===== src/rtl/ckeng_pkg.sv =====
// package: register map, field layout and constants of the checksum engine
package ckeng_pkg;
    // register byte offsets on the apb bus
    localparam logic [7:0] CTRL_OFS = 8'h00; // checksum_control_reg
    localparam logic [7:0] BYTEIN_OFS = 8'h04; // byte_input_port
    localparam logic [7:0] DATA_OFS = 8'h08; // result_data_port
    localparam logic [7:0] AUTO_OFS = 8'h0C; // auto_config_reg
    localparam logic [7:0] COUNT_OFS = 8'h10; // sector_count_reg
    // control and auto config register field positions
    localparam int CTRL_SEL_BIT = 4; // poly_width_select
    localparam int CTRL_VAL_BIT = 2; // start_value_select
    localparam int CTRL_INIT_BIT = 3; // result_load_strobe
    localparam int CTRL_PNT_LSB = 0; // result_byte_pointer [1:0]
    localparam int CTRL_BUSY_BIT = 5; // automatic run in progress
    localparam int AUTO_EN_BIT = 7; // auto_mode_enable
    // generator polynomials and start values
    localparam logic [31:0] POLY32 = 32'h04C11DB7;
    localparam logic [31:0] POLY16 = 32'h00001021;
    localparam logic [31:0] START_ZERO = 32'h00000000;
    localparam logic [31:0] START_ONES = 32'hFFFFFFFF;
    // sector geometry and reset values
    localparam logic [15:0] SECTOR_BYTES = 16'h0200;
    localparam int PAGE_SHIFT = 9;
    localparam logic [7:0] CTRL_RST = 8'h00;
    localparam logic [7:0] AUTO_RST = 8'h00;
    localparam logic [7:0] COUNT_RST = 8'h00;
endpackage : ckeng_pkg


===== src/rtl/ckeng_fifo.sv =====
// file holds the small valid/ready fifo for the checksum byte stream
`timescale 1ns/1ns
module ckeng_fifo #(
    parameter int WIDTH = 8,
    parameter int DEPTH = 4
) (
    input wire logic clk,
    input wire logic rst_n,
    input wire logic [WIDTH-1:0] in_data,
    input wire logic in_valid,
    output logic in_ready,
    output logic [WIDTH-1:0] out_data,
    output logic out_valid,
    input wire logic out_ready
);
    localparam int AW = $clog2(DEPTH);
    logic [WIDTH-1:0] mem [DEPTH]; // storage words
    logic [AW-1:0] wr_reg; // write pointer
    logic [AW-1:0] rd_reg; // read pointer
    logic [AW:0] cnt_reg; // words held
    wire push = in_valid && in_ready;
    wire pop = out_valid && out_ready;
    // room while not full; the count is one bit wider than the pointers
    assign in_ready = (cnt_reg != (AW+1)'(DEPTH));
    assign out_valid = (cnt_reg != '0);
    assign out_data = mem[rd_reg];
    // storage write, no reset needed
    always_ff @(posedge clk) begin
        if (push) begin
            mem[wr_reg] <= in_data;
        end
    end
    // pointers and fill count
    always_ff @(posedge clk or negedge rst_n) begin
        if (!rst_n) begin
            wr_reg <= '0;
            rd_reg <= '0;
            cnt_reg <= '0;
        end else begin
            if (push) wr_reg <= (wr_reg == AW'(DEPTH-1)) ? '0 : wr_reg + 1'b1;
            if (pop) rd_reg <= (rd_reg == AW'(DEPTH-1)) ? '0 : rd_reg + 1'b1;
            cnt_reg <= cnt_reg + (AW+1)'(push) - (AW+1)'(pop);
        end
    end
endmodule : ckeng_fifo


===== src/rtl/ckeng_top.sv =====
// file holds the checksum engine with apb registers and auto memory scan
//
// Functional notes
// two polynomials: 0x1021 and 0x04C11DB7
// start value is all zeros or ones
// select 0 means 32-bit, 1 means 16-bit
// value select 0 zeros, 1 ones
// init strobe loads chosen start value
// each input byte updates the result
// software writes first page index first
// software sets auto enable before start
// sector count sets sectors scanned
// each sector is 512 bytes
// any control write starts auto run; the code starts one only with auto enable set and a nonzero sector count
// processor stalled until auto run done
// software clears auto enable before readback
// result is 32 or 16 bits wide
// byte pointer picks byte, then increments
// result holds until load, write, data
// auto bytes fetched upward, same processing
// 16-bit mode pointer wraps over two bytes
`timescale 1ns/1ns
module ckeng_top
    import ckeng_pkg::*;
#(
    parameter int ADDR_W = 16, // program memory byte address width
    parameter int FIFO_DEPTH = 4
) (
    input wire logic pclk,
    input wire logic presetn,
    input wire logic psel,
    input wire logic penable,
    input wire logic pwrite,
    input wire logic [7:0] paddr,
    input wire logic [31:0] pwdata,
    output logic [31:0] prdata,
    output logic pready,
    output logic pslverr,
    output logic mem_req,
    output logic [ADDR_W-1:0] mem_addr,
    input wire logic [7:0] mem_rdata,
    input wire logic mem_rvalid,
    output logic cpu_stall
);
    typedef enum logic [1:0] {ST_IDLE, ST_FETCH, ST_WAIT} ckeng_state_e;

    // one byte step of the msb-first crc at either width
    function automatic logic [31:0] ckeng_step(input logic [31:0] crc,
                                               input logic [7:0] din,
                                               input logic narrow);
        logic [31:0] c;
        logic top;
        c = crc;
        for (int i = 7; i >= 0; i--) begin
            if (narrow) begin
                top = c[15] ^ din[i];
                c = {16'h0000, c[14:0], 1'b0} ^ (top ? POLY16 : 32'h0);
            end else begin
                top = c[31] ^ din[i];
                c = {c[30:0], 1'b0} ^ (top ? POLY32 : 32'h0);
            end
        end
        return c;
    endfunction : ckeng_step

    logic [31:0] result_reg; // running result
    logic poly_width_select_reg; // 1 selects 16-bit
    logic start_value_select_reg; // 1 selects all ones
    logic [1:0] result_byte_pointer_reg; // result byte for data port
    logic auto_mode_enable_reg; // automatic mode enable
    logic [6:0] auto_page_reg; // first page index
    logic [7:0] sector_count_reg; // sectors to scan
    ckeng_state_e state_reg; // auto scan state
    logic [ADDR_W-1:0] addr_reg; // next fetch address
    logic [16:0] left_reg; // bytes still to fetch
    logic [16:0] pend_reg; // bytes fetched not yet folded
    logic [31:0] prdata_reg;
    logic pready_reg;
    logic pslverr_reg;
    logic mem_req_reg;
    logic stall_reg;

    // apb decode: answer in the access phase after one wait cycle
    wire acc = psel && penable && !pready_reg;
    wire wr = acc && pwrite;
    wire rd = acc && !pwrite;
    wire hit_ctrl = (paddr == CTRL_OFS);
    wire hit_in = (paddr == BYTEIN_OFS);
    wire hit_dat = (paddr == DATA_OFS);
    wire hit_auto = (paddr == AUTO_OFS);
    wire hit_cnt = (paddr == COUNT_OFS);
    wire hit_any = hit_ctrl || hit_in || hit_dat || hit_auto || hit_cnt;
    wire busy = (state_reg != ST_IDLE);

    // byte stream into the engine: bus bytes or fetched memory bytes
    wire fifo_in_ready;
    wire [7:0] fifo_out_data;
    wire fifo_out_valid;
    wire bus_byte = wr && hit_in && !busy;
    wire src_valid = mem_rvalid || bus_byte;
    wire [7:0] src_data = mem_rvalid ? mem_rdata : pwdata[7:0];

    ckeng_fifo #(.WIDTH(8), .DEPTH(FIFO_DEPTH)) u_fifo (
        .clk(pclk),
        .rst_n(presetn),
        .in_data(src_data),
        .in_valid(src_valid),
        .in_ready(fifo_in_ready),
        .out_data(fifo_out_data),
        .out_valid(fifo_out_valid),
        .out_ready(1'b1)
    );

    // control writes and data port accesses
    wire ctrl_wr = wr && hit_ctrl;
    wire init_now = ctrl_wr && pwdata[CTRL_INIT_BIT];
    wire dat_acc = acc && hit_dat && !busy;
    wire [1:0] pnt_mask = poly_width_select_reg ? 2'b01 : 2'b11;
    wire [1:0] pnt_inc = (result_byte_pointer_reg + 2'b01) & pnt_mask;
    wire start_auto = ctrl_wr && auto_mode_enable_reg && !busy
        && (sector_count_reg != 8'h00);
    wire [31:0] start_val = pwdata[CTRL_VAL_BIT] ? START_ONES
        : START_ZERO;
    wire [4:0] bsh = {result_byte_pointer_reg, 3'b000};
    wire [31:0] byte_mask = 32'h000000FF << bsh;
    wire [31:0] dat_wr_val = (result_reg & ~byte_mask)
        | ({24'h000000, pwdata[7:0]} << bsh);
    wire [7:0] dat_rd_val = 8'(result_reg >> bsh);
    wire [31:0] width_mask = poly_width_select_reg ? 32'h0000FFFF
        : 32'hFFFFFFFF;

    // read data mux
    logic [31:0] rd_val;
    always_comb begin
        rd_val = 32'h0;
        if (hit_ctrl) begin
            rd_val[CTRL_SEL_BIT] = poly_width_select_reg;
            rd_val[CTRL_VAL_BIT] = start_value_select_reg;
            rd_val[CTRL_PNT_LSB +: 2] = result_byte_pointer_reg;
            rd_val[CTRL_BUSY_BIT] = busy;
        end else if (hit_dat) begin
            rd_val[7:0] = dat_rd_val;
        end else if (hit_auto) begin
            rd_val[AUTO_EN_BIT] = auto_mode_enable_reg;
            rd_val[6:0] = auto_page_reg;
        end else if (hit_cnt) begin
            rd_val[7:0] = sector_count_reg;
        end
    end

    // apb answer registers
    always_ff @(posedge pclk or negedge presetn) begin
        if (!presetn) begin
            pready_reg <= 1'b0;
            pslverr_reg <= 1'b0;
            prdata_reg <= 32'h0;
        end else begin
            pready_reg <= acc;
            pslverr_reg <= acc && !hit_any;
            prdata_reg <= rd ? rd_val : 32'h0;
        end
    end

    // configuration registers
    always_ff @(posedge pclk or negedge presetn) begin
        if (!presetn) begin
            poly_width_select_reg <= CTRL_RST[CTRL_SEL_BIT];
            start_value_select_reg <= CTRL_RST[CTRL_VAL_BIT];
            auto_mode_enable_reg <= AUTO_RST[AUTO_EN_BIT];
            auto_page_reg <= AUTO_RST[6:0];
            sector_count_reg <= COUNT_RST;
        end else begin
            if (ctrl_wr && !busy) begin
                poly_width_select_reg <= pwdata[CTRL_SEL_BIT];
                start_value_select_reg <= pwdata[CTRL_VAL_BIT];
            end
            if (wr && hit_auto && !busy) begin
                auto_mode_enable_reg <= pwdata[AUTO_EN_BIT];
                auto_page_reg <= pwdata[6:0];
            end
            if (wr && hit_cnt && !busy) begin
                sector_count_reg <= pwdata[7:0];
            end
        end
    end

    // byte pointer: set by control write, steps after each data access made while no auto run is busy
    always_ff @(posedge pclk or negedge presetn) begin
        if (!presetn) begin
            result_byte_pointer_reg <= CTRL_RST[1:0];
        end else if (ctrl_wr && !busy) begin
            result_byte_pointer_reg <= pwdata[1:0] & (pwdata[CTRL_SEL_BIT]
                ? 2'b01 : 2'b11);
        end else if (dat_acc) begin
            result_byte_pointer_reg <= pnt_inc;
        end
    end

    // result: load, data port write or byte fold, else hold
    always_ff @(posedge pclk or negedge presetn) begin
        if (!presetn) begin
            result_reg <= START_ZERO;
        end else if (init_now && !busy) begin
            result_reg <= start_val & (pwdata[CTRL_SEL_BIT] ? 32'h0000FFFF
                : 32'hFFFFFFFF);
        end else if (dat_acc && pwrite) begin
            result_reg <= dat_wr_val & width_mask;
        end else if (fifo_out_valid) begin
            result_reg <= ckeng_step(result_reg, fifo_out_data,
                poly_width_select_reg) & width_mask;
        end
    end

    // auto scan: fetch sectors upward, stall cpu until all folded
    always_ff @(posedge pclk or negedge presetn) begin
        if (!presetn) begin
            state_reg <= ST_IDLE;
            addr_reg <= '0;
            left_reg <= '0;
            pend_reg <= '0;
            mem_req_reg <= 1'b0;
            stall_reg <= 1'b0;
        end else begin
            pend_reg <= pend_reg + 17'(mem_req_reg) - 17'(fifo_out_valid
                && busy);
            case (state_reg)
                ST_IDLE: begin
                    mem_req_reg <= 1'b0;
                    if (start_auto) begin
                        state_reg <= ST_FETCH;
                        stall_reg <= 1'b1;
                        addr_reg <= ADDR_W'({auto_page_reg,
                            {PAGE_SHIFT{1'b0}}});
                        left_reg <= 17'(sector_count_reg) *
                            17'(SECTOR_BYTES);
                        pend_reg <= '0;
                    end
                end
                ST_FETCH: begin
                    // one request per byte while fifo has room
                    if (left_reg != '0 && fifo_in_ready && !mem_req_reg
                        && pend_reg < 17'(FIFO_DEPTH - 1)) begin
                        mem_req_reg <= 1'b1;
                        left_reg <= left_reg - 17'd1;
                    end else begin
                        mem_req_reg <= 1'b0;
                    end
                    if (mem_req_reg) addr_reg <= addr_reg + 1'b1;
                    if (left_reg == '0 && !mem_req_reg) state_reg <= ST_WAIT;
                end
                default: begin
                    mem_req_reg <= 1'b0;
                    if (pend_reg == '0 && !fifo_out_valid) begin
                        state_reg <= ST_IDLE;
                        stall_reg <= 1'b0;
                    end
                end
            endcase
        end
    end

    assign prdata = prdata_reg;
    assign pready = pready_reg;
    assign pslverr = pslverr_reg;
    assign mem_req = mem_req_reg;
    assign mem_addr = addr_reg;
    assign cpu_stall = stall_reg;
endmodule : ckeng_top


===== config.mk =====
export PLATFORM = sky130hd
export DESIGN_NAME = ckeng_top
export DESIGN_NICKNAME = d
export VERILOG_FILES = /design/src/rtl/ckeng_pkg.sv /design/src/rtl/ckeng_fifo.sv /design/src/rtl/ckeng_top.sv
export SDC_FILE = /design/constraint.sdc
export NUM_CORES = 1
export LEC_CHECK = 0
export ABC_AREA = 1
export BUFFER_PORTS_ARGS = -buffer_cell sky130_fd_sc_hd__buf_2
export CELL_PAD_IN_SITES_DETAIL_PLACEMENT = 0
export CELL_PAD_IN_SITES_GLOBAL_PLACEMENT = 1
export CORE_AREA = 2 2 195 197
export DETAILED_ROUTE_END_ITERATION = 10
export DIE_AREA = 0 0 197 199
export PLACE_DENSITY_LB_ADDON = 0.1
export REMOVE_ABC_BUFFERS = 1
export SKIP_LAST_GASP = 1
export SYNTH_ARGS = -nofsm -noshare
export SYNTH_HDL_FRONTEND = slang
export SYNTH_SLANG_ARGS = --single-unit

===== constraint.sdc =====
create_clock -name pclk -period 8 [get_ports pclk]
set_clock_uncertainty 0.1 [all_clocks]
set_input_delay 0.4 -clock pclk [delete_from_list [all_inputs] [get_ports pclk]]
set_output_delay 0.4 -clock pclk [all_outputs]
set_load 0.03 [all_outputs]

# Word level (Yosys, flattened, before mapping)
# Memories as Yosys holds them, arrays and structs flattened.
# Index checks and enable logic that the tools add are counted.
word_totals:
  ramBits: 32
  mem_count: 1
  ff_bits: 123
  out_inout_bits: 52
  input_bits: 54
  wordCells: 230
classes:
  n_eq_ne: 12
  bitwise_logic: 41
  add_sub_neg: 9
  n_shift: 3
  reduce_logical: 56
  order_cmp: 1
  mux: 88
memory_table:
  columns: ["name", "depth", "width", "rd", "rd_clocked_by_memory_dff", "wr", "line_no", "text"]
  rows:
  - ["u_fifo.mem", 4, 8, 1, 0, 1, "ckeng_fifo.sv:17", "logic [WIDTH-1:0] mem [DEPTH];"]
ops:
  columns: ["op", "count"]
  rows:
  - ["32-bit 2-to-1 mux", 38]
  - ["32-bit by 27-bit bitwise XOR with 32-bit output", 8]
  - ["27-bit 2-to-1 mux", 8]
  - ["32-bit bitwise AND", 4]
  - ["16-bit by 13-bit bitwise XOR with 16-bit output", 8]
  - ["13-bit 2-to-1 mux", 8]
  - ["17-bit 2-to-1 mux", 4]
  - ["8-bit 2-to-1 mux", 5]
  - ["17-bit zero test", 2]
  - ["17-bit one-hot mux with 2 select lines", 1]
  - ["16-bit 2-to-1 mux", 2]
  - ["32-bit inverter", 1]
  - ["32-bit OR", 1]
  - ["16-bit one-hot mux with 2 select lines", 1]
  - ["8-bit by 5-bit left shift with 32-bit output", 1]
  - ["8-bit by 5-bit left shift with 32-bit output, first input constant", 1]
  - ["32-bit by 5-bit right shift with 8-bit output", 1]
  - ["1-bit logical AND", 28]
  - ["2-bit 2-to-1 mux", 11]
  - ["17-bit by 1-bit adder with 17-bit output", 1]
  - ["17-bit by 2-bit less-than comparator with 1-bit output, second input constant", 1]
  - ["17-bit nonzero test", 1]
  - ["17-bit by 1-bit subtractor with 17-bit output", 1]
  - ["17-bit by 1-bit subtractor with 17-bit output, second input constant", 1]
  - ["other kinds (26)", 72]

# Depth between registers and ports, before layout
# Gate-level depths: netlist of the first run.
# An unclocked memory read counts as a cell.
depth:
  word_depth: 61
  ltp_mapped: 22
  mapped_depth_nobuf: 21

# By module
# A second synthesis of the first run with hierarchy kept.
hier_totals:
  cells_unflattened: 1455
  area_unflattened_um2: 10880.4
modules_own_cells:
  columns: ["mod", "instances", "area_per_inst_um2", "seq_area_each_um2", "cells_each"]
  rows:
  - ["ckeng_top", 1, 9113.7, 2902.8, 1306]
  - ["ckeng_fifo", 1, 1766.7, 1136.1, 149]

# Least setup slack after synthesis of the first run
# No wires, ideal clock.
synth_timing:
  path_type: "flip-flop to flip-flop"
  startpoint: "reg u_fifo.cnt_reg[1]"
  endpoint: "reg pend_reg[16]"
  stages_incl_launch_ff: 20
  n_path_buf: 0
  setup_time_ps: 143
  arrival_ps: 2399
  required_ps: 7757
  period_less_slack_ps: 2642
  setup_slack_ps: 5358
  path_cell_list: "dfrtp_1 -> nor3_1 -> nor2_1 -> ha_1 -> inv_1 -> ha_1 -> inv_1 -> fa_1 -> inv_1 -> a31oi_1 -> inv_1 -> nand3_1 -> o211ai_1 -> nand2_1 -> inv_1 -> nand2_1 -> inv_1 -> a31oi_1 -> xnor2_1 -> nor2_1"
synth_via:
  elab_chain_cells: 5
synth_lines:
  columns: ["element", "line_no", "text"]
  rows:
  - ["from (decl)", "ckeng_fifo.sv:20", "logic [AW:0] cnt_reg;"]
  - ["from (signal assigned)", "ckeng_fifo.sv:42", "cnt_reg <= cnt_reg + (AW+1)'(push) - (AW+1)'(pop);"]
  - ["3-bit nonzero test (*)", "ckeng_fifo.sv:25", "assign out_valid = (cnt_reg != '0);"]
  - ["1-bit logical AND (*)", "ckeng_top.sv:225", "&& busy);"]
  - ["17-bit by 1-bit subtractor with 17-bit output (*)", "ckeng_top.sv:224", "pend_reg <= pend_reg + 17'(mem_req_reg) - 17'(fifo_out_valid"]
  - ["17-bit 2-to-1 mux", "ckeng_top.sv:229", "if (start_auto) begin"]
  - ["17-bit 2-to-1 mux (*)", "ckeng_top.sv:226", "case (state_reg)"]
  - ["to (signal assigned)", "ckeng_top.sv:224", null]
  - ["to (decl)", "ckeng_top.sv:76", "logic [16:0] pend_reg;"]
# Every way passes the cells marked *; elsewhere a longest branch is shown, timed or not.
# A chain may end at the register's enable or synchronous reset.

# Worst setup path after layout of the first run
layout_timing:
  startpoint: "reg u_fifo.rd_reg[0]"
  endpoint: "reg result_reg[11]"
layout_via:
  elab_chain_cells: 49
  elab_cells_between_ends: 66
  cone_classes: "mux: 42; bitwise: 23; memory: 1"
layout_lines:
  columns: ["element", "line_no", "text"]
  rows:
  - ["from (decl)", "ckeng_fifo.sv:19", "logic [AW-1:0] rd_reg;"]
  - ["from (signal assigned)", "ckeng_fifo.sv:41", "if (pop) rd_reg <= (rd_reg == AW'(DEPTH-1)) ? '0 : rd_reg + 1'b1;"]
  - ["memory 4 x 8 bit (*)", null, null]
  - ["1-bit bitwise XOR", "ckeng_top.sv:59", "top = c[31] ^ din[i];"]
  - ["27-bit 2-to-1 mux", "ckeng_top.sv:60", "c = {c[30:0], 1'b0} ^ (top ? POLY32 : 32'h0);"]
  - ["32-bit by 27-bit bitwise XOR with 32-bit output", "ckeng_top.sv:60", null]
  - ["32-bit 2-to-1 mux", "ckeng_top.sv:55", "if (narrow) begin"]
  - ["32-bit 2-to-1 mux", "ckeng_top.sv:208", "end else if (fifo_out_valid) begin"]
  - ["32-bit 2-to-1 mux", "ckeng_top.sv:206", "end else if (dat_acc && pwrite) begin"]
  - ["32-bit 2-to-1 mux", "ckeng_top.sv:203", "end else if (init_now && !busy) begin"]
  - ["[33 not listed]", null, null]
  - ["32-bit 2-to-1 mux (*)", "ckeng_top.sv:55", null]
  - ["32-bit 2-to-1 mux (*)", "ckeng_top.sv:208", null]
  - ["32-bit 2-to-1 mux (*)", "ckeng_top.sv:206", null]
  - ["32-bit 2-to-1 mux (*)", "ckeng_top.sv:203", null]
  - ["32-bit bitwise AND (*)", "ckeng_top.sv:210", "poly_width_select_reg) & width_mask;"]
  - ["32-bit 2-to-1 mux (*)", "ckeng_top.sv:208", null]
  - ["32-bit 2-to-1 mux (*)", "ckeng_top.sv:206", null]
  - ["32-bit 2-to-1 mux (*)", "ckeng_top.sv:203", null]
  - ["to (signal assigned)", "ckeng_top.sv:204", "result_reg <= start_val & (pwdata[CTRL_SEL_BIT] ? 32'h0000FFFF"]
  - ["to (signal assigned)", "ckeng_top.sv:207", "result_reg <= dat_wr_val & width_mask;"]
  - ["to (signal assigned)", "ckeng_top.sv:209", "result_reg <= ckeng_step(result_reg, fifo_out_data,"]
  - ["to (decl)", "ckeng_top.sv:66", "logic [31:0] result_reg;"]
# Every way passes the cells marked *; elsewhere a longest branch is shown, timed or not. The select of a mux whose other input is x is not followed.

==> results of run 1 <==
[report_power, final]
part	leakage, nW	internal (mW)	switching (mW)
combinational	3.89	1.38	2.59
clock	0.267	0.439	0.373
sequential	1.77	1.04	0.157
total	5.92	2.86	3.12
[cells in the final DEF (no fill, tap or decap), types with 30 or more instances in the layout]
master    synthesis  layout
nand2_1         330     330
inv_1           192     192
dfrtp_1         123     123
nor2_1          115     115
o21ai_0         114     114
nand3_1         110     110
a21oi_1          75      75
buf_2            12      56
ha_1             48      48
edfxtp_1         32      32
o22ai_1          30      30
xor2_1           30      30
[final cells by class]
| class | instances | area [um2] | share of cell area |
|---|---|---|---|
| Timing Repair Buffer | 67 | 369 | 0.0303 |
| Clock inverter | 12 | 115 | 0.00944 |
| Tap cell | 474 | 593 | 0.0486 |
| Multi-Input combinational cell | 1074 | 5840 | 0.479 |
| Sequential cell | 155 | 4040 | 0.331 |
| Inverter | 209 | 792 | 0.0649 |
| Clock buffer | 20 | 447 | 0.0366 |
[stage by stage]
| step | utilization | cell area (um2) | instances | hold slack, ns | power [mW] |
|---|---|---|---|---|---|
| floorplan | - | 10700 | 1438 | 0.00441 | 4.12 |
| global placement | 0.313 | 11600 | 1978 | 0.346 | 5.17 |
| detailed placement | 0.313 | 11600 | 1978 | 0.352 | 5.19 |
| CTS | 0.328 | 12200 | 2011 | 0.0734 | 6.02 |
| global route | 0.328 | 12200 | 2011 | 0.0864 | 6.62 |
| finish | 0.328 | 12200 | 2011 | 0.0932 | 5.98 |
[timing repair]
action	CTS	global route
endpoints found under the hold margin	65	0
buffers inserted	0	0
hold buffers	1	0
[metal layers]
layer,part of all wire,GRT usage
met4,0.022,0.0615
met1,0.50,0.293
met2,0.43,0.310
met3,0.049,0.0373
met5,0,0
[path summary, 6_finish.rpt]
| path | end | startpoint | slack, ns | cells past startpoint |
|---|---|---|---|---|
| setup reg to reg | result_reg[11] | u_fifo.rd_reg[0] | 4.57 | 16 |
| hold reg to reg | pready | pready | 0.36 | 1 |
| max in group asynchronous | pend_reg[5] | presetn | 6.12 | 3 |
| min in group asynchronous | left_reg[7] | presetn | 0.42 | 2 |
| setup / recovery | result_reg[11] | u_fifo.rd_reg[0] | 4.57 | 16 |
| hold / removal | pready | penable | 0.09 | 3 |
[kinds of logic (layout without fill, tap and decap cells)]
| logic type | after synthesis | in the layout | share of synthesized area |
|---|---|---|---|
| buf+inv | 279 | 308 | 0.108 |
| fa+ha+maj | 50 | 50 | 0.0584 |
| flops | 155 | 155 | 0.368 |
| other cells | 1 | 24 | 0.000342 |
| compound gates | 322 | 322 | 0.172 |
| xor+xnor | 43 | 43 | 0.0381 |
| simple gates | 635 | 635 | 0.255 |
[critical path: cells and delay by family (launching register included)]
kind	cells	cell delay (ns)
AO/OA/AOI/OAI	1	0.14
AND/OR/NAND/NOR	13	1.73
buffers and inverters	2	0.56
flip-flops	1	0.79
==> reports/qor.yml, run 1 <==
status: "complete, no violations"
syn_area_um2: 11000
syn2layout_area_growth_pct: 11.1
yosys_warnings: 0
syn_avg_cell_area_um2: 7.39
gp_congestion: 0.835
fillers: 4071
dieArea_um2: 39200
synth_common_cells: "nand2_1, inv_1, dfrtp_1"
clockBufferDepth: 2
synth.most_common_cell: "nand2_1"
synth.area.top_cells: "dfrtp_1, nand2_1, edfxtp_1"
powerDensity_nw_per_um2: 490
start_kind: "flip-flop"
path_cells: "inv_4, nand2_1, nand3_1, nand2_1, nand2_1, nand2_2, nand2_1, nand4_1, nand3_2, inv_1, nand3_1, nand2_1, nand2_1, nand2_1, nand2_1, a21oi_1"
synthCells: 1485
place_ws_ns: 4.28
critical_path.slowest_cell: "dfrtp_1"
totalWireLength_mm: 38.8
cts_tree: "done"
cts_buffers: 17
grt_max_degree: 67
grt_pass1_wl_mm: 59.2
dr_total_vias: 9988
yosysSeqAreaShare: 0.368
vdd_drop_max_v: 0.000174
grt_pass1_vias: 9611
grt-ovfl-total: 0
rsz0062_at_grt: "false"
grt_util_all_layers: 0.204
fmax_ghz: 0.292
critPathCaptureType: "flip-flop"
antenna_found_initial: 0
dieWidth_um: 197
port_buffers: 57
synth_top_area_frac: 0.281
drive_gt1_frac: 0.102
drtAntennaViolNets: 0
maxCapViolCount: 0
max_stage_delay_ns: 0.79
p_leak_nw: 5.92
clkLatencyLatePin_ns: 0.45
cts_resized: 0
dieHeight_um: 199
diodes: 0
hold_viol: 0
avgRoutedWirePerCell_um: 19.3
cp_max_fo: 19
synthFlopType: "dfrtp_1"
finalWorstSetupSlack_ns: 4.57
dpl.hpwl_mm: 28.4
first_pass_iters: 6
nNetsFinal: 1628
clkTransAtPathRegs_ns: 0.07
critPathKind: "reg -> reg"
hold_class: "in -> reg"
period_needed_ns: 3.43
ios: 106
cp.arrival_ns: 3.70
finalMaxSlewViolations: 0
post_drt_via_cell_ratio: 4.97
core_um2: 37100
maxSlewHeadroom: 0.374
crit_path_frequent_cell: "nand2_1"
worst_pin_slew_ns: 0.939
drtIter0Drc: 789
synth_edf_count: 32
async_reset_ff_frac: 0.794
setup_tns_ns: 0
synth_area_leader_cell: "dfrtp_1"
drc_errors: 0
yosysUniqueCellTypes: 61
htreeDepth: 4
setup_violations: 0
initial_utilization: 0.296
synth_seq_cells: 155
required_ns: 8.27
core.rowCount: 71
cts_root_buffer: "clkbuf_16"
cts.sinks: 155
period_share: 0.428
(Power assumes the default switching activity.)
==> run 2, diff against run 1 <==
--- a/config.mk
+++ b/config.mk
@@ -5,13 +5,13 @@
 export SDC_FILE = /design/constraint.sdc
 export NUM_CORES = 1
 export LEC_CHECK = 0
-export ABC_AREA = 1
+export ABC_AREA = 0
 export BUFFER_PORTS_ARGS = -buffer_cell sky130_fd_sc_hd__buf_2
 export CELL_PAD_IN_SITES_DETAIL_PLACEMENT = 0
 export CELL_PAD_IN_SITES_GLOBAL_PLACEMENT = 1
-export CORE_AREA = 2 2 195 197
+export CORE_AREA = 2 2 188 190
 export DETAILED_ROUTE_END_ITERATION = 10
-export DIE_AREA = 0 0 197 199
+export DIE_AREA = 0 0 190 192
 export PLACE_DENSITY_LB_ADDON = 0.1
 export REMOVE_ABC_BUFFERS = 1
 export SKIP_LAST_GASP = 1
==> constraint.sdc (replaced) <==
create_clock -name pclk -period 2.7 [get_ports pclk]
set_clock_uncertainty 0.1 [all_clocks]
set_input_delay 0.135 -clock pclk [delete_from_list [all_inputs] [get_ports pclk]]
set_output_delay 0.135 -clock pclk [all_outputs]
set_load 0.03 [all_outputs]
==> run 2 against run 1 <==
Effect of this change: the run now ends with negative setup slack left; sequential share of layout area down 4.2 points; critical path depth down 5; non-clock buffer count up 166; core utilization up 7.9 points; cell area up 15%; first-iteration DRC count down 23%; via count down 14%; highest routed layer unchanged; largest cell class unchanged; routed wire length down 14%; die area down 6.9%; hold slack worse by 0.068 ns; global-route usage down 1.5 points.
==> reports/qor.yml, run 2 <==
status: "finished with violations"
violations: "negative setup slack"
async_reset_ff_frac: 0.794
path_cells: "or4_4, or3_4, or4b_4, or4_4, nand3_2, a21oi_2, buf_12, buf_4, nand2_4, or4_1, a21oi_1"
cts_buffers: 17
period_share: 1.19
core.rowCount: 68
reg2reg_from: "left_reg[5]"
yosysSeqAreaShare: 0.393
cts.sinks: 155
crit_family: "simple AND/OR/NAND/NOR gates"
syn_area_um2: 10300
initial_utilization: 0.299
avgRoutedWirePerCell_um: 19.3
gp_congestion: 0.827
max_stage_delay_ns: 0.53
synth_common_cells: "dfrtp_1, nor2_1, xnor2_1"
crit_path_frequent_cell: "or4_4"
critPathLaunch: "left_reg[5]"
yosysUniqueCellTypes: 72
synth_top_area_frac: 0.300
cp_num_cells: 11
grt_util_all_layers: 0.189
synth.area.top_cells: "dfrtp_1, edfxtp_1, xnor2_1"
port_buffers: 57
fmax_ghz: 0.313
grt_pass1_wl_mm: 51.5
critPathCaptureType: "flip-flop"
synth_area_leader_cell: "dfrtp_1"
yosys_warnings: 0
hold_depth: 3
ios: 106
final_common_cell: "dfrtp_1"
synth_edf_count: 32
diodes: 0
cp_num_buf_inv: 2
core_um2: 34300
clockBufferDepth: 2
required_ns: 2.93
period_needed_ns: 3.20
setup_violations: 40
synthFlopType: "dfrtp_1"
rr_endpoint: "left_reg[7]"
cts_tree: "done"
totalWireLength_mm: 33.4
critical_path.slowest_cell: "or4_4"
clkLatencyLatePin_ns: 0.45
dr_total_vias: 8545
endpoint: "left_reg[7]"
critPathKind: "reg -> reg"
grt_max_degree: 54
cp.arrival_ns: 3.43
cp_max_fo: 8
finalMaxSlewViolations: 0
clkTransAtPathRegs_ns: 0.07
synth.most_common_cell: "dfrtp_1"
synth_seq_cells: 155
maxCapViolCount: 0
dieArea_um2: 36500
nNetsFinal: 1366
dieHeight_um: 192
dieWidth_um: 190
hold_class: "in -> reg"
ff2ff_path_depth: 11
drive_gt1_frac: 0.336
syn_avg_cell_area_um2: 9.65
first_pass_iters: 5
fin_util: 0.407
synthCells: 1064
start_kind: "flip-flop"
hold_viol: 0
antenna_found_initial: 1
drc_errors: 0
grt_pass1_vias: 8432
cts_root_buffer: "clkbuf_16"
maxSlewHeadroom: 0.544
post_drt_via_cell_ratio: 4.94
rsz0062_at_grt: "true"
rrSetupSlack_ns: -0.50
worst_pin_slew_ns: 0.677
drtIter0Drc: 604
htreeDepth: 4
grt-ovfl-total: 0
finalWorstSetupSlack_ns: -0.500
syn2layout_area_growth_pct: 36.1
mostFrequentLayoutCells: "dfrtp_1, buf_4, nor2_1"
drtAntennaViolNets: 0
dpl.hpwl_mm: 24.4
[run 2: changes by cell type in the layout (fill, tap and decap cells not counted), sizes merged, moves of 61 or more]
| cell | delta |
|---|---|
| buf | +153 |
| inv | -149 |
| nand2 | -284 |
| nand3 | -97 |
| o21ai | -61 |
| xnor2 | +86 |
[run 2: logic make-up after synthesis]
logic type / synth area share
and+or+nand+nor: 0.135
AOI/OAI and AO/OA: 0.144
DFF: 0.393
xor gates and xnor gates: 0.130
buffers and inverters: 0.0580
muxes: 0.0771
adders and majority gates: 0.0624
other: 0.000365
[run 2: repair_timing]
action / CTS / global route
cloned: 1 / 0
hold buffers: 14 / 0
endpoints found under the hold margin: 87 / 0
endpoints found under the setup margin: 55 / 90
setup buffers: 21 / 18
pin swaps: 63 / 112
resized for setup: 101 / 100
[run 2: how the worst min path moves through the flow]
| stage | slack, ns | from | end |
|---|---|---|---|
| after detailed placement | 0.05 | presetn | left_reg[13] |
| after global placement | 0.04 | presetn | left_reg[13] |
| final | 0.03 | pwdata[0] | result_byte_pointer_reg[0] |
| after floorplan | -0.26 | presetn | auto_mode_enable_reg |
| after CTS | 0.003 | pwdata[0] | result_byte_pointer_reg[0] |
| after global routing | 0.02 | pwdata[0] | result_byte_pointer_reg[0] |
[run 2: per-layer routing]
layer  GRT usage  up-vias  wire (um)
met4      0.0495        0        411
met3      0.0376       20       1650
met2       0.293      206      15200
li1            -     4106          -
met5           0        -          0
met1       0.267     4213      16100
[run 2: final cells by class]
| cell class | count | area (um2) |
|---|---|---|
| Clock inverter | 14 | 159 |
| Inverter | 54 | 203 |
| Tap cell | 455 | 569 |
| Multi-Input combinational cell | 801 | 6640 |
| Sequential cell | 155 | 4040 |
| Clock buffer | 18 | 439 |
| Fill cell | 3401 | 20300 |
| Timing Repair Buffer | 233 | 1920 |
[run 2: stage by stage]
step	worst slack, ns	cell area (um2)	instances	TNS, ns	hold slack [ns]
6_report	-0.500	14000	1730	-11.25	0.0256
5_1_grt	-0.590	14000	1730	-16.98	0.0213
4_1_cts	-0.530	13400	1721	-11.80	0.00321
3_5_place_dp	-0.666	11900	1655	-16.82	0.0472
3_3_place_gp	-0.612	11900	1655	-15.72	0.0413
2_1_floorplan	-1.05	9960	1009	-43.96	-0.261
[run 2: worst register-to-register path, cell delays in order (launching register included)]
cell and delay [ns]:
dfrtp_1 0.38, or4_4 0.53, or3_4 0.34, or4b_4 0.53, or4_4 0.52, nand3_2 0.10, a21oi_2 0.05, buf_12 0.16
buf_4 0.13, nand2_4 0.06, or4_1 0.10, a21oi_1 0.06
Power of run 2 is left out: the tool's default activity adds up to more than one toggle a clock period on the data nets, which glitch-free logic cannot reach.
==> run 3, diff against run 2 <==
--- a/config.mk
+++ b/config.mk
@@ -18,3 +18,4 @@
 export SYNTH_ARGS = -nofsm -noshare
 export SYNTH_HDL_FRONTEND = slang
 export SYNTH_SLANG_ARGS = --single-unit
+export TNS_END_PERCENT = 50
==> run 3 against run 2 <==
Effect of this change: the flow still finishes with violations (negative setup slack); hold slack worse by 0.012 ns; routed wire length fell by 0.32%; cell area decreased by 2.2%; critical endpoint unchanged.
==> reports/qor.yml, run 3 (same netlist as run 2, synthesis figures left out) <==
avgRoutedWirePerCell_um: 19.3
grt-ovfl-total: 0
hold_depth: 3
cts_buffers: 17
clkTransAtPathRegs_ns: 0.07
maxCapViolCount: 0
clockBufferDepth: 2
dieWidth_um: 190
initial_utilization: 0.299
place_area_um2: 11900
hold_class: "in -> reg"
met2_usage: 0.291
diodes: 0
required_ns: 2.92
grt_util_all_layers: 0.187
finalMaxSlewViolations: 0
grt_pass1_vias: 8340
finalWorstSetupSlack_ns: -0.501
nNetsFinal: 1362
use_met1: 0.266
max_stage_delay_ns: 0.53
fmax_ghz: 0.312
setup_tns_ns: -11.14
fin_hold_ws_ns: 0.0132
violations: "negative setup slack"
grt_max_degree: 54
hold_viol: 0
met3_usage: 0.0367
rsz0062_at_grt: "true"
cts_tree: "done"
grt_pass1_wl_mm: 51.0
antenna_found_initial: 1
dieHeight_um: 192
stdcell_area_um2: 13700
dieArea_um2: 36500
cp_max_fo: 8
rrSetupSlack_ns: -0.50
critPathCaptureType: "flip-flop"
cts.sinks: 155
crit_path_frequent_cell: "or4_4"
stdcell_count: 1726
worst_pin_slew_ns: 0.689
drtIter0Drc: 586
mostFrequentLayoutCells: "buf_4, dfrtp_1, nor2_1"
period_needed_ns: 3.20
grt_busiest_layer: "met2"
hold_start: "pwdata[0]"
syn2layout_area_growth_pct: 33.0
path_cells: "or4_4, or3_4, or4b_4, or4_4, nand3_2, a21oi_2, buf_12, buf_4, nand2_4, or4_1, a21oi_1"
gp_congestion: 0.827
core.rowCount: 68
start_kind: "flip-flop"
drive_gt1_frac: 0.317
reg2reg_from: "left_reg[5]"
totalWireLength_mm: 33.3
htreeDepth: 4
cts_root_buffer: "clkbuf_16"
status: "finished with violations"
maxSlewHeadroom: 0.536
clkLatencyLatePin_ns: 0.45
dpl.hpwl_mm: 24.4
drtAntennaViolNets: 0
dp.cells: 1655
period_share: 1.19
core_um2: 34300
post_drt_via_cell_ratio: 4.93
drc_errors: 0
dr_total_vias: 8509
first_pass_iters: 5
setup_violations: 40
critical_path.slowest_cell: "or4_4"
rr_endpoint: "left_reg[7]"
ff2ff_path_depth: 11
min_delay_worst_endpoint: "result_byte_pointer_reg[0]"
port_buffers: 57
critPathKind: "reg -> reg"
cp.arrival_ns: 3.42
final_common_cell: "buf_4"
ios: 106
-- run 3: cell types whose count changed in the layout (fill, tap and decap cells not counted), sizes merged --
cell / previous run / this run
buf: 219 / 216
dlygate4sd3: 14 / 13
-- run 3: critical path: cells and delay by family (launching register included) --
| family | cells | cell delay, ns |
|---|---|---|
| buffers and inverters | 2 | 0.29 |
| AOI/OAI and AO/OA | 2 | 0.11 |
| DFF | 1 | 0.38 |
| and+or+nand+nor | 7 | 2.18 |
-- run 3: worst max path at each step --
stage | to | from | cells after the start | slack (ns)
2_1_floorplan | left_reg[12] | pready | 8 | -1.05
3_3_place_gp | pend_reg[10] | u_fifo.cnt_reg[0] | 17 | -0.61
3_5_place_dp | pend_reg[16] | u_fifo.cnt_reg[0] | 15 | -0.67
4_1_cts | left_reg[9] | left_reg[5] | 10 | -0.53
5_1_grt | left_reg[1] | left_reg[5] | 10 | -0.59
6_report | left_reg[7] | left_reg[5] | 11 | -0.50
-- run 3: per-layer routing --
metal | vias up | wire [um]
li1 | 4088 | -
met1 | 4214 | 16300
met2 | 189 | 15300
met3 | 18 | 1440
met4 | 0 | 341
met5 | - | 0
-- run 3: cell type report --
type	instances	area [um2]
Timing Repair Buffer	229	1830
Multi-Input combinational cell	801	6420
Sequential cell	155	4040
Clock buffer	18	439
Tap cell	455	569
Fill cell	3453	20600
Inverter	54	203
Clock inverter	14	159
-- run 3: repair_timing --
item                       CTS  global route
resized for setup           41           113
hold buffers                13             0
hold endpoints to repair    87             0
pin swaps                   32            78
gates cloned                 1             0
setup endpoints to repair   55           105
buffers inserted            11            22
-- run 3: per-stage QoR --
| stage | setup slack, ns | utilization |
|---|---|---|
| finish | -0.501 | 0.398 |
| global route | -0.590 | 0.398 |
| CTS | -0.530 | 0.377 |
| detailed placement | -0.666 | 0.348 |
| global placement | -0.612 | 0.348 |
| floorplan | -1.05 | - |
Power of run 3 is left out for the same reason.
